===== src/design/bads_regs.svh =====
// Constants for the strap address decoder: thresholds, defaults, timing
`ifndef BADS_REGS_SVH
`define BADS_REGS_SVH

// ---------------------------------------------------------------------------
// Address arithmetic
// ---------------------------------------------------------------------------
`define BADS_BIN_WEIGHT      7'h0C
`define BADS_DEFAULT_ADDR    7'h7E
`define BADS_ADDR_RESET      7'h7E

// ---------------------------------------------------------------------------
// Bin thresholds in millivolts, converter full scale 3300 mV over 4096 codes
// ---------------------------------------------------------------------------
`define BADS_FULL_SCALE_MV   3300
`define BADS_MV2CODE(mv)     (((mv) * 4096) / `BADS_FULL_SCALE_MV)
`define BADS_SHORT_MAX_MV    97
`define BADS_BIN4_MIN_MV     276
`define BADS_BIN5_MIN_MV     359
`define BADS_BIN6_MIN_MV     468
`define BADS_BIN7_MIN_MV     609
`define BADS_BIN8_MIN_MV     793
`define BADS_BIN9_MIN_MV     1031
`define BADS_BIN10_MIN_MV    1342
`define BADS_BIN11_MIN_MV    1747
`define BADS_BIN11_MAX_MV    2225
`define BADS_OPEN_MIN_MV     2226

// ---------------------------------------------------------------------------
// Timing: bias settle time before each conversion
// ---------------------------------------------------------------------------
`define BADS_CLK_HZ          10000000
`define BADS_SETTLE_US       100
`define BADS_SETTLE_CYC      ((`BADS_SETTLE_US * (`BADS_CLK_HZ / 1000000)))

`endif


===== src/design/bads_pkg.sv =====
// Types for the strap address decoder
package bads_pkg;

  typedef enum logic [5:0] {
    BADS_IDLE   = 6'b000001,
    BADS_SETTLE = 6'b000010,
    BADS_START  = 6'b000100,
    BADS_WAIT   = 6'b001000,
    BADS_RESOLV = 6'b010000,
    BADS_DONE   = 6'b100000
  } bads_state_t;

  typedef logic [3:0] bads_bin_t;

endpackage


===== src/design/bads_bin_classify.sv =====
// Classifies one 12-bit strap conversion into an address bin
`timescale 1ns/1ps
`include "bads_regs.svh"

module bads_bin_classify #(
  parameter int ADC_W = 12
) (
  // Conversion code
  input  wire logic [ADC_W-1:0] i_code,
  // Result
  output bads_pkg::bads_bin_t   o_bin,
  output logic                  o_valid
);

  // Threshold codes are worked out for a 12-bit converter only
  if (ADC_W != 12) begin : g_bad_adc_w
    $error("bads_bin_classify: thresholds assume a 12-bit converter");
  end

  // ---------------------------------------------------------------------------
  // Threshold function
  // ---------------------------------------------------------------------------
  function automatic logic [ADC_W-1:0] mv_code(input int mv);
    mv_code = ADC_W'(`BADS_MV2CODE(mv));
  endfunction

  // Window minima grow by 1.3 per bin, tracking 1 % resistor tolerance
  always_comb begin
    o_bin   = 4'h0;
    o_valid = 1'b0;
    if (i_code >= mv_code(`BADS_OPEN_MIN_MV)) begin
      o_valid = 1'b0;
    end else if (i_code >= mv_code(`BADS_BIN11_MIN_MV)) begin
      o_bin   = 4'hB;
      o_valid = 1'b1;
    end else if (i_code >= mv_code(`BADS_BIN10_MIN_MV)) begin
      o_bin   = 4'hA;
      o_valid = 1'b1;
    end else if (i_code >= mv_code(`BADS_BIN9_MIN_MV)) begin
      o_bin   = 4'h9;
      o_valid = 1'b1;
    end else if (i_code >= mv_code(`BADS_BIN8_MIN_MV)) begin
      o_bin   = 4'h8;
      o_valid = 1'b1;
    end else if (i_code >= mv_code(`BADS_BIN7_MIN_MV)) begin
      o_bin   = 4'h7;
      o_valid = 1'b1;
    end else if (i_code >= mv_code(`BADS_BIN6_MIN_MV)) begin
      o_bin   = 4'h6;
      o_valid = 1'b1;
    end else if (i_code >= mv_code(`BADS_BIN5_MIN_MV)) begin
      o_bin   = 4'h5;
      o_valid = 1'b1;
    end else if (i_code >= mv_code(`BADS_BIN4_MIN_MV)) begin
      o_bin   = 4'h4;
      o_valid = 1'b1;
    end else begin
      // Short, or gap between short and bin 4: no valid bin
      o_valid = 1'b0;
    end
  end

endmodule


===== src/design/bads_strap_decode.sv =====
// Power-up strap address decoder: bias, convert, classify, resolve address
`timescale 1ns/1ps
`include "bads_regs.svh"

module bads_strap_decode #(
  parameter int ADC_W      = 12,
  parameter int SETTLE_CYC = `BADS_SETTLE_CYC
) (
  // Clock and reset
  input  wire logic             i_ref_clk,
  input  wire logic             i_resetn,
  // Converter interface
  input  wire logic             i_adc_done,
  input  wire logic [ADC_W-1:0] i_adc_code,
  output logic                  o_adc_start,
  output logic                  o_adc_sel_upper,
  // Bias current sources
  output logic                  o_bias_upper_en,
  output logic                  o_bias_lower_en,
  // Result
  output logic [6:0]            o_bus_addr,
  output logic                  o_addr_valid,
  output logic                  o_test_port_en
);

  // The settle down counter is 16 bits wide
  if (SETTLE_CYC < 1 || SETTLE_CYC > 65535) begin : g_bad_settle
    $error("bads_strap_decode: SETTLE_CYC out of range");
  end

  // ---------------------------------------------------------------------------
  // Input synchronisers (converter may sit in another domain)
  // ---------------------------------------------------------------------------
  logic             done_m_q, done_s_q;
  logic [ADC_W-1:0] code_m_q, code_s_q;

  always_ff @(posedge i_ref_clk or negedge i_resetn) begin
    if (!i_resetn) begin
      done_m_q <= 1'b0;
      done_s_q <= 1'b0;
      code_m_q <= '0;
      code_s_q <= '0;
    end else begin
      done_m_q <= i_adc_done;
      done_s_q <= done_m_q;
      code_m_q <= i_adc_code;
      code_s_q <= code_m_q;
    end
  end

  // ---------------------------------------------------------------------------
  // Classifier, shared between the two conversions
  // ---------------------------------------------------------------------------
  bads_pkg::bads_bin_t cls_bin;
  logic                cls_valid;

  bads_bin_classify #(
    .ADC_W (ADC_W)
  ) u_classify (
    .i_code  (code_s_q),
    .o_bin   (cls_bin),
    .o_valid (cls_valid)
  );

  // ---------------------------------------------------------------------------
  // Address arithmetic
  // ---------------------------------------------------------------------------
  // Sums above 127 do not fit seven bits; a wrapped sum could land on a
  // reserved address, so such straps fall back to the default instead
  function automatic logic [6:0] strap_addr(input bads_pkg::bads_bin_t up,
                                            input bads_pkg::bads_bin_t lo);
    logic [7:0] sum;
    sum = 8'(up) * 8'(`BADS_BIN_WEIGHT) + 8'(lo);
    if (sum[7]) begin
      strap_addr = `BADS_DEFAULT_ADDR;
    end else begin
      strap_addr = sum[6:0];
    end
  endfunction

  // ---------------------------------------------------------------------------
  // Sequencer
  // ---------------------------------------------------------------------------
  bads_pkg::bads_state_t state_q, state_d;
  logic [15:0]           cnt_q, cnt_d;
  logic                  upper_q, upper_d;
  bads_pkg::bads_bin_t   bin_up_q, bin_up_d, bin_lo_q, bin_lo_d;
  logic                  ok_up_q, ok_up_d, ok_lo_q, ok_lo_d;
  logic                  start_q, start_d;
  logic                  bias_up_q, bias_up_d, bias_lo_q, bias_lo_d;
  logic [6:0]            addr_q, addr_d;
  logic                  valid_q, valid_d;
  logic                  test_q, test_d;
  logic                  done_seen_q, done_seen_d;
  logic                  done_old_q, done_old_d;

  always_comb begin
    state_d     = state_q;
    cnt_d       = cnt_q;
    upper_d     = upper_q;
    bin_up_d    = bin_up_q;
    bin_lo_d    = bin_lo_q;
    ok_up_d     = ok_up_q;
    ok_lo_d     = ok_lo_q;
    start_d     = 1'b0;
    bias_up_d   = bias_up_q;
    bias_lo_d   = bias_lo_q;
    addr_d      = addr_q;
    valid_d     = valid_q;
    test_d      = test_q;
    done_seen_d = done_s_q;
    done_old_d  = done_seen_q;
    case (state_q)
      bads_pkg::BADS_IDLE: begin
        // Upper strap first, bias on before converting
        upper_d   = 1'b1;
        bias_up_d = 1'b1;
        cnt_d     = 16'(SETTLE_CYC - 1);
        state_d   = bads_pkg::BADS_SETTLE;
      end
      bads_pkg::BADS_SETTLE: begin
        if (cnt_q == 16'h0000) begin
          start_d = 1'b1;
          state_d = bads_pkg::BADS_START;
        end else begin
          cnt_d = cnt_q - 16'h0001;
        end
      end
      bads_pkg::BADS_START: begin
        state_d = bads_pkg::BADS_WAIT;
      end
      bads_pkg::BADS_WAIT: begin
        // Rising edge of the synchronised done flag marks the result; taken a
        // cycle late so the code word has passed both stages after done rose
        if (done_seen_q && !done_old_q) begin
          if (upper_q) begin
            bin_up_d  = cls_bin;
            ok_up_d   = cls_valid;
            bias_up_d = 1'b0;
            bias_lo_d = 1'b1;
            upper_d   = 1'b0;
            cnt_d     = 16'(SETTLE_CYC - 1);
            state_d   = bads_pkg::BADS_SETTLE;
          end else begin
            bin_lo_d  = cls_bin;
            ok_lo_d   = cls_valid;
            bias_lo_d = 1'b0;
            state_d   = bads_pkg::BADS_RESOLV;
          end
        end
      end
      bads_pkg::BADS_RESOLV: begin
        if (ok_up_q && ok_lo_q) begin
          addr_d = strap_addr(bin_up_q, bin_lo_q);
        end else begin
          addr_d = `BADS_DEFAULT_ADDR;
        end
        state_d = bads_pkg::BADS_DONE;
      end
      bads_pkg::BADS_DONE: begin
        // Held until the next reset; the address never changes at run time
        valid_d = 1'b1;
        test_d  = (addr_q == `BADS_DEFAULT_ADDR);
      end
      default: begin
        state_d = bads_pkg::BADS_IDLE;
      end
    endcase
  end

  always_ff @(posedge i_ref_clk or negedge i_resetn) begin
    if (!i_resetn) begin
      state_q     <= bads_pkg::BADS_IDLE;
      cnt_q       <= 16'h0000;
      upper_q     <= 1'b1;
      bin_up_q    <= 4'h0;
      bin_lo_q    <= 4'h0;
      ok_up_q     <= 1'b0;
      ok_lo_q     <= 1'b0;
      start_q     <= 1'b0;
      bias_up_q   <= 1'b0;
      bias_lo_q   <= 1'b0;
      addr_q      <= `BADS_ADDR_RESET;
      valid_q     <= 1'b0;
      test_q      <= 1'b0;
      done_seen_q <= 1'b0;
      done_old_q  <= 1'b0;
    end else begin
      state_q     <= state_d;
      cnt_q       <= cnt_d;
      upper_q     <= upper_d;
      bin_up_q    <= bin_up_d;
      bin_lo_q    <= bin_lo_d;
      ok_up_q     <= ok_up_d;
      ok_lo_q     <= ok_lo_d;
      start_q     <= start_d;
      bias_up_q   <= bias_up_d;
      bias_lo_q   <= bias_lo_d;
      addr_q      <= addr_d;
      valid_q     <= valid_d;
      test_q      <= test_d;
      done_seen_q <= done_seen_d;
      done_old_q  <= done_old_d;
    end
  end

  assign o_adc_start     = start_q;
  assign o_adc_sel_upper = upper_q;
  assign o_bias_upper_en = bias_up_q;
  assign o_bias_lower_en = bias_lo_q;
  assign o_bus_addr      = addr_q;
  assign o_addr_valid    = valid_q;
  assign o_test_port_en  = test_q;

endmodule


===== config.mk =====
export PLATFORM = sky130hd
export DESIGN_NAME = bads_strap_decode
export DESIGN_NICKNAME = d
export VERILOG_FILES = /design/src/design/bads_pkg.sv /design/src/design/bads_bin_classify.sv /design/src/design/bads_strap_decode.sv
export VERILOG_INCLUDE_DIRS = /design/src /design/src/design
export SDC_FILE = /design/constraint.sdc
export NUM_CORES = 1
export LEC_CHECK = 0
export BUFFER_PORTS_ARGS = -buffer_cell sky130_fd_sc_hd__buf_2
export CORE_ASPECT_RATIO = 1.4
export CORE_MARGIN = 3
export CORE_UTILIZATION = 63
export CTS_CLUSTER_SIZE = 20
export DETAILED_ROUTE_END_ITERATION = 16
export GPL_ROUTABILITY_DRIVEN = 0
export GPL_TIMING_DRIVEN = 0
export PLACE_DENSITY = 0.89
export REMOVE_ABC_BUFFERS = 1
export SLEW_MARGIN = 0
export SYNTH_ARGS = -nofsm -noshare
export SYNTH_HDL_FRONTEND = slang
export SYNTH_SLANG_ARGS = --single-unit

===== constraint.sdc =====
create_clock -name i_ref_clk -period 7.6 [get_ports i_ref_clk]
set_clock_uncertainty 0.2 [all_clocks]
set_input_delay 0.76 -clock i_ref_clk [delete_from_list [all_inputs] [get_ports i_ref_clk]]
set_output_delay 0.76 -clock i_ref_clk [all_outputs]
set_load 0.05 [all_outputs]

==> results.json <==
{
  "synth-compound-area-share_pct": 15.7,
  "cts_tree": "yes",
  "power.density_mw_per_mm2": 203,
  "tightest_slew_ns": 0.862,
  "power.leakage_nw": 1.61,
  "synth_xor_area_share_pct": 3.17,
  "grt_first_pass_wirelength_um": 10600,
  "yosysTopAreaCell": "dfrtp_1",
  "synth.distinct_cells": 54,
  "muxShareOfSynthArea_pct": 2.60,
  "hold_viol": 0,
  "antenna_found_initial": 0,
  "path_delay_family": "simple AND/OR/NAND/NOR gates",
  "crit_arrival_ns": 2.90,
  "synth_area_mm2": 0.00331,
  "startpoint_type": "register",
  "core_mm2": 0.00495,
  "grt-ovfl-total": 0,
  "clock-sinks": 73,
  "critical_path_class": "register to register",
  "grt.busiest_layer": "met2",
  "wl_per_cell_um": 15.5,
  "fill_cells": 351,
  "synth_top_family_by_area": "simple AND/OR/NAND/NOR gates",
  "whs_ns": 0.148,
  "clockBufferDepth": 2,
  "ys_top_cells_by_area": "dfrtp_1, dfstp_2, nand2_1, ha_1, xor2_1",
  "cts.clk_slew.worst_paths_ns": 0.08,
  "end_kind": "register",
  "yosysWarnings": 0,
  "fmax_mhz": 353,
  "drt_wl_total_um": 6180,
  "internal_power_w": 0.000597,
  "slowest_delay_ns": 0.63,
  "synthSimpleGateAreaFrac_pct": 16.5,
  "nets": 354,
  "grt_pass1_vias": 2500,
  "place_area_mm2": 0.00349,
  "grt_use_met3_pct": 5.64,
  "placedCellCount": 383,
  "use_met2_pct": 39.4,
  "synth_edf_count": 0,
  "grt_max_degree": 74,
  "path_common_cell": "or4_1",
  "gr-usage-met1_pct": 25.0,
  "synthMostInstantiatedCell": "dfrtp_1",
  "start_util_pct": 66.9,
  "min_path_type": "register to register",
  "track_usage_pct": 22.6,
  "synthArstFlopShare_pct": 100,
  "fin_cells": 399,
  "die_h_um": 91.8,
  "setup_violations": 0,
  "h-tree-depth": 3,
  "synth_ff_type": "dfrtp_1",
  "drv_cap": 0,
  "area_growth_pct": 12.0,
  "power.net_switching_w": 0.000158,
  "port_buffers": 27,
  "avgSynthCellArea_um2": 11.0,
  "insertedDiodeCount": 0,
  "crit_buf_inv": 0,
  "via_per_inst": 6.10,
  "die_w_um": 67.3,
  "synth_top_area_share_pct": 49.1,
  "synth_fa_ha_area_share_pct": 3.85,
  "slowest_stage": "or4_1",
  "drc_errors": 0,
  "ir_drop_uv": 200,
  "cp.required_ns": 7.67,
  "rsz0062_at_grt": "no",
  "cts-resized-gates": 0,
  "syn_inst": 300,
  "p_sw_share_pct": 20.9,
  "utilization_pct": 74.9,
  "ys_seq_elements": 73,
  "post_cts_buffers": 0,
  "drive_gt1_share_pct": 18.2,
  "status": "complete, no violations",
  "min_period_over_period_pct": 37.3,
  "seq_area_frac_synth_pct": 55.4,
  "num_vias": 2434,
  "drt_iter0_drc": 235,
  "path_cells": "or4_1, nor4b_1, o211ai_1, or4_1, nand3_1",
  "path_max_fanout": 5,
  "slew_headroom_pct": 42.5,
  "period_needed_ns": 2.83,
  "final_area_mm2": 0.00371,
  "slew_viol_final": 0,
  "clock_power_share_pct": 43.7,
  "cts_root_buffer": "clkbuf_8",
  "clock_latency_ns": 0.34,
  "cts-buffers-inserted": 9,
  "io_pins": 28,
  "cts_hold_buf": 0,
  "synth_top_cells_by_count": "dfrtp_1, nand2_1, nor2_1",
  "hpwl_um": 4330,
  "core.rowCount": 30,
  "tns_ns": 0,
  "ant_nets": 0,
  "p_seq_share_pct": 53.4,
  "die_area_mm2": 0.00618,
  "comb_power_share_pct": 2.9,
  "drt_pass1_iterations": 4
}
[through the flow]
| step | setup slack [ns] | total power (W) |
|---|---|---|
| after floorplan | 5.00 | 0.000418 |
| after global placement | 4.90 | 0.000431 |
| after detailed placement | 4.88 | 0.000433 |
| after CTS | 4.81 | 0.000762 |
| after global routing | 4.63 | 0.000782 |
| final | 4.77 | 0.000755 |
[power groups by stage]
stage | Sequential [W] | Clock (W) | Combinational, W
CTS | 0.000403 | 0.000336 | 0.0000228
global route | 0.000404 | 0.000352 | 0.0000253
global placement | 0.000410 | 0 | 0.0000216
detailed placement | 0.000410 | 0 | 0.0000226
finish | 0.000403 | 0.000330 | 0.0000221
floorplan | 0.000409 | 0 | 0.00000976
[placed cells by master, fill, tap and decap left out, types with 3 or more instances in the layout]
cell,netlist,layout
buf_2,1,26
nor3_1,6,6
o41ai_1,3,3
dfstp_2,8,8
nand4_1,5,5
nor4b_1,3,3
mux2_2,5,5
nor4_1,6,6
clkbuf_8,0,10
nand2b_1,5,5
mux2i_1,3,3
nand3b_1,3,3
nand3_1,9,9
a2bb2oi_1,3,3
o22a_1,6,6
nand2_1,29,29
o31ai_1,9,9
nor2_1,18,18
or4_1,5,5
nor2b_1,3,3
a211oi_1,4,4
dfrtp_1,65,65
o211ai_1,7,7
inv_1,14,14
a21oi_1,11,11
and2_1,3,3
o21ai_0,9,9
xor2_1,8,8
ha_1,7,7
xnor2_1,4,4
a31oi_1,3,3
[registers in the layout, indices dropped and copies added, names as in the netlist, 4 cells and up]
register and cells:
bin_lo_q 4, o_bus_addr 7, bin_up_q 4, code_m_q 12, cnt_q 16, state_q 6
code_s_q 12
[area by class of cell]
| cell class | instances | area [µm²] | share of cell area, % |
|---|---|---|---|
| multi-input combinational | 205 | 1390 | 37.3 |
| timing repair buffer | 27 | 138 | 3.71 |
| sequential | 73 | 1840 | 49.5 |
| clock inverter | 5 | 78.8 | 2.12 |
| tap | 64 | 80.1 | 2.16 |
| clock buffer | 11 | 141 | 3.81 |
| inverter | 14 | 52.6 | 1.42 |
[metal layers]
metal / wire [µm] / up-vias
met5: 0 / -
met2: 3370 / 55
met4: 123 / 0
met3: 238 / 10
li1: - / 1168
met1: 2450 / 1201
[worst paths after layout]
| path | startpoint | end | slack [ns] | cells after the start |
|---|---|---|---|---|
| worst min register to register | code_m_q[2]$_DFF_PN0_ | code_s_q[2]$_DFF_PN0_ | 0.15 | 0 |
| worst min-delay path | code_m_q[2]$_DFF_PN0_ | code_s_q[2]$_DFF_PN0_ | 0.15 | 0 |
| max in group asynchronous | i_resetn | code_s_q[6]$_DFF_PN0_ | 6.31 | 1 |
| min in group asynchronous | i_resetn | o_test_port_en$_DFFE_PN0N_ | 0.33 | 1 |
| worst max register to register | state_q[3]$_DFFE_PN0P_ | cnt_q[9]$_DFFE_PN0P_ | 4.77 | 5 |
| worst max-delay path | state_q[3]$_DFFE_PN0P_ | cnt_q[9]$_DFFE_PN0P_ | 4.77 | 5 |
[cell families (layout without fill, tap and decap cells)]
group	after synthesis	after routing
compound gates	72	72
flops	73	73
simple gates	104	104
mux	8	8
xor+xnor	12	12
fa+ha+maj	9	9
buf+inv	22	57
No activity file was read; power rests on OpenSTA's default activity.
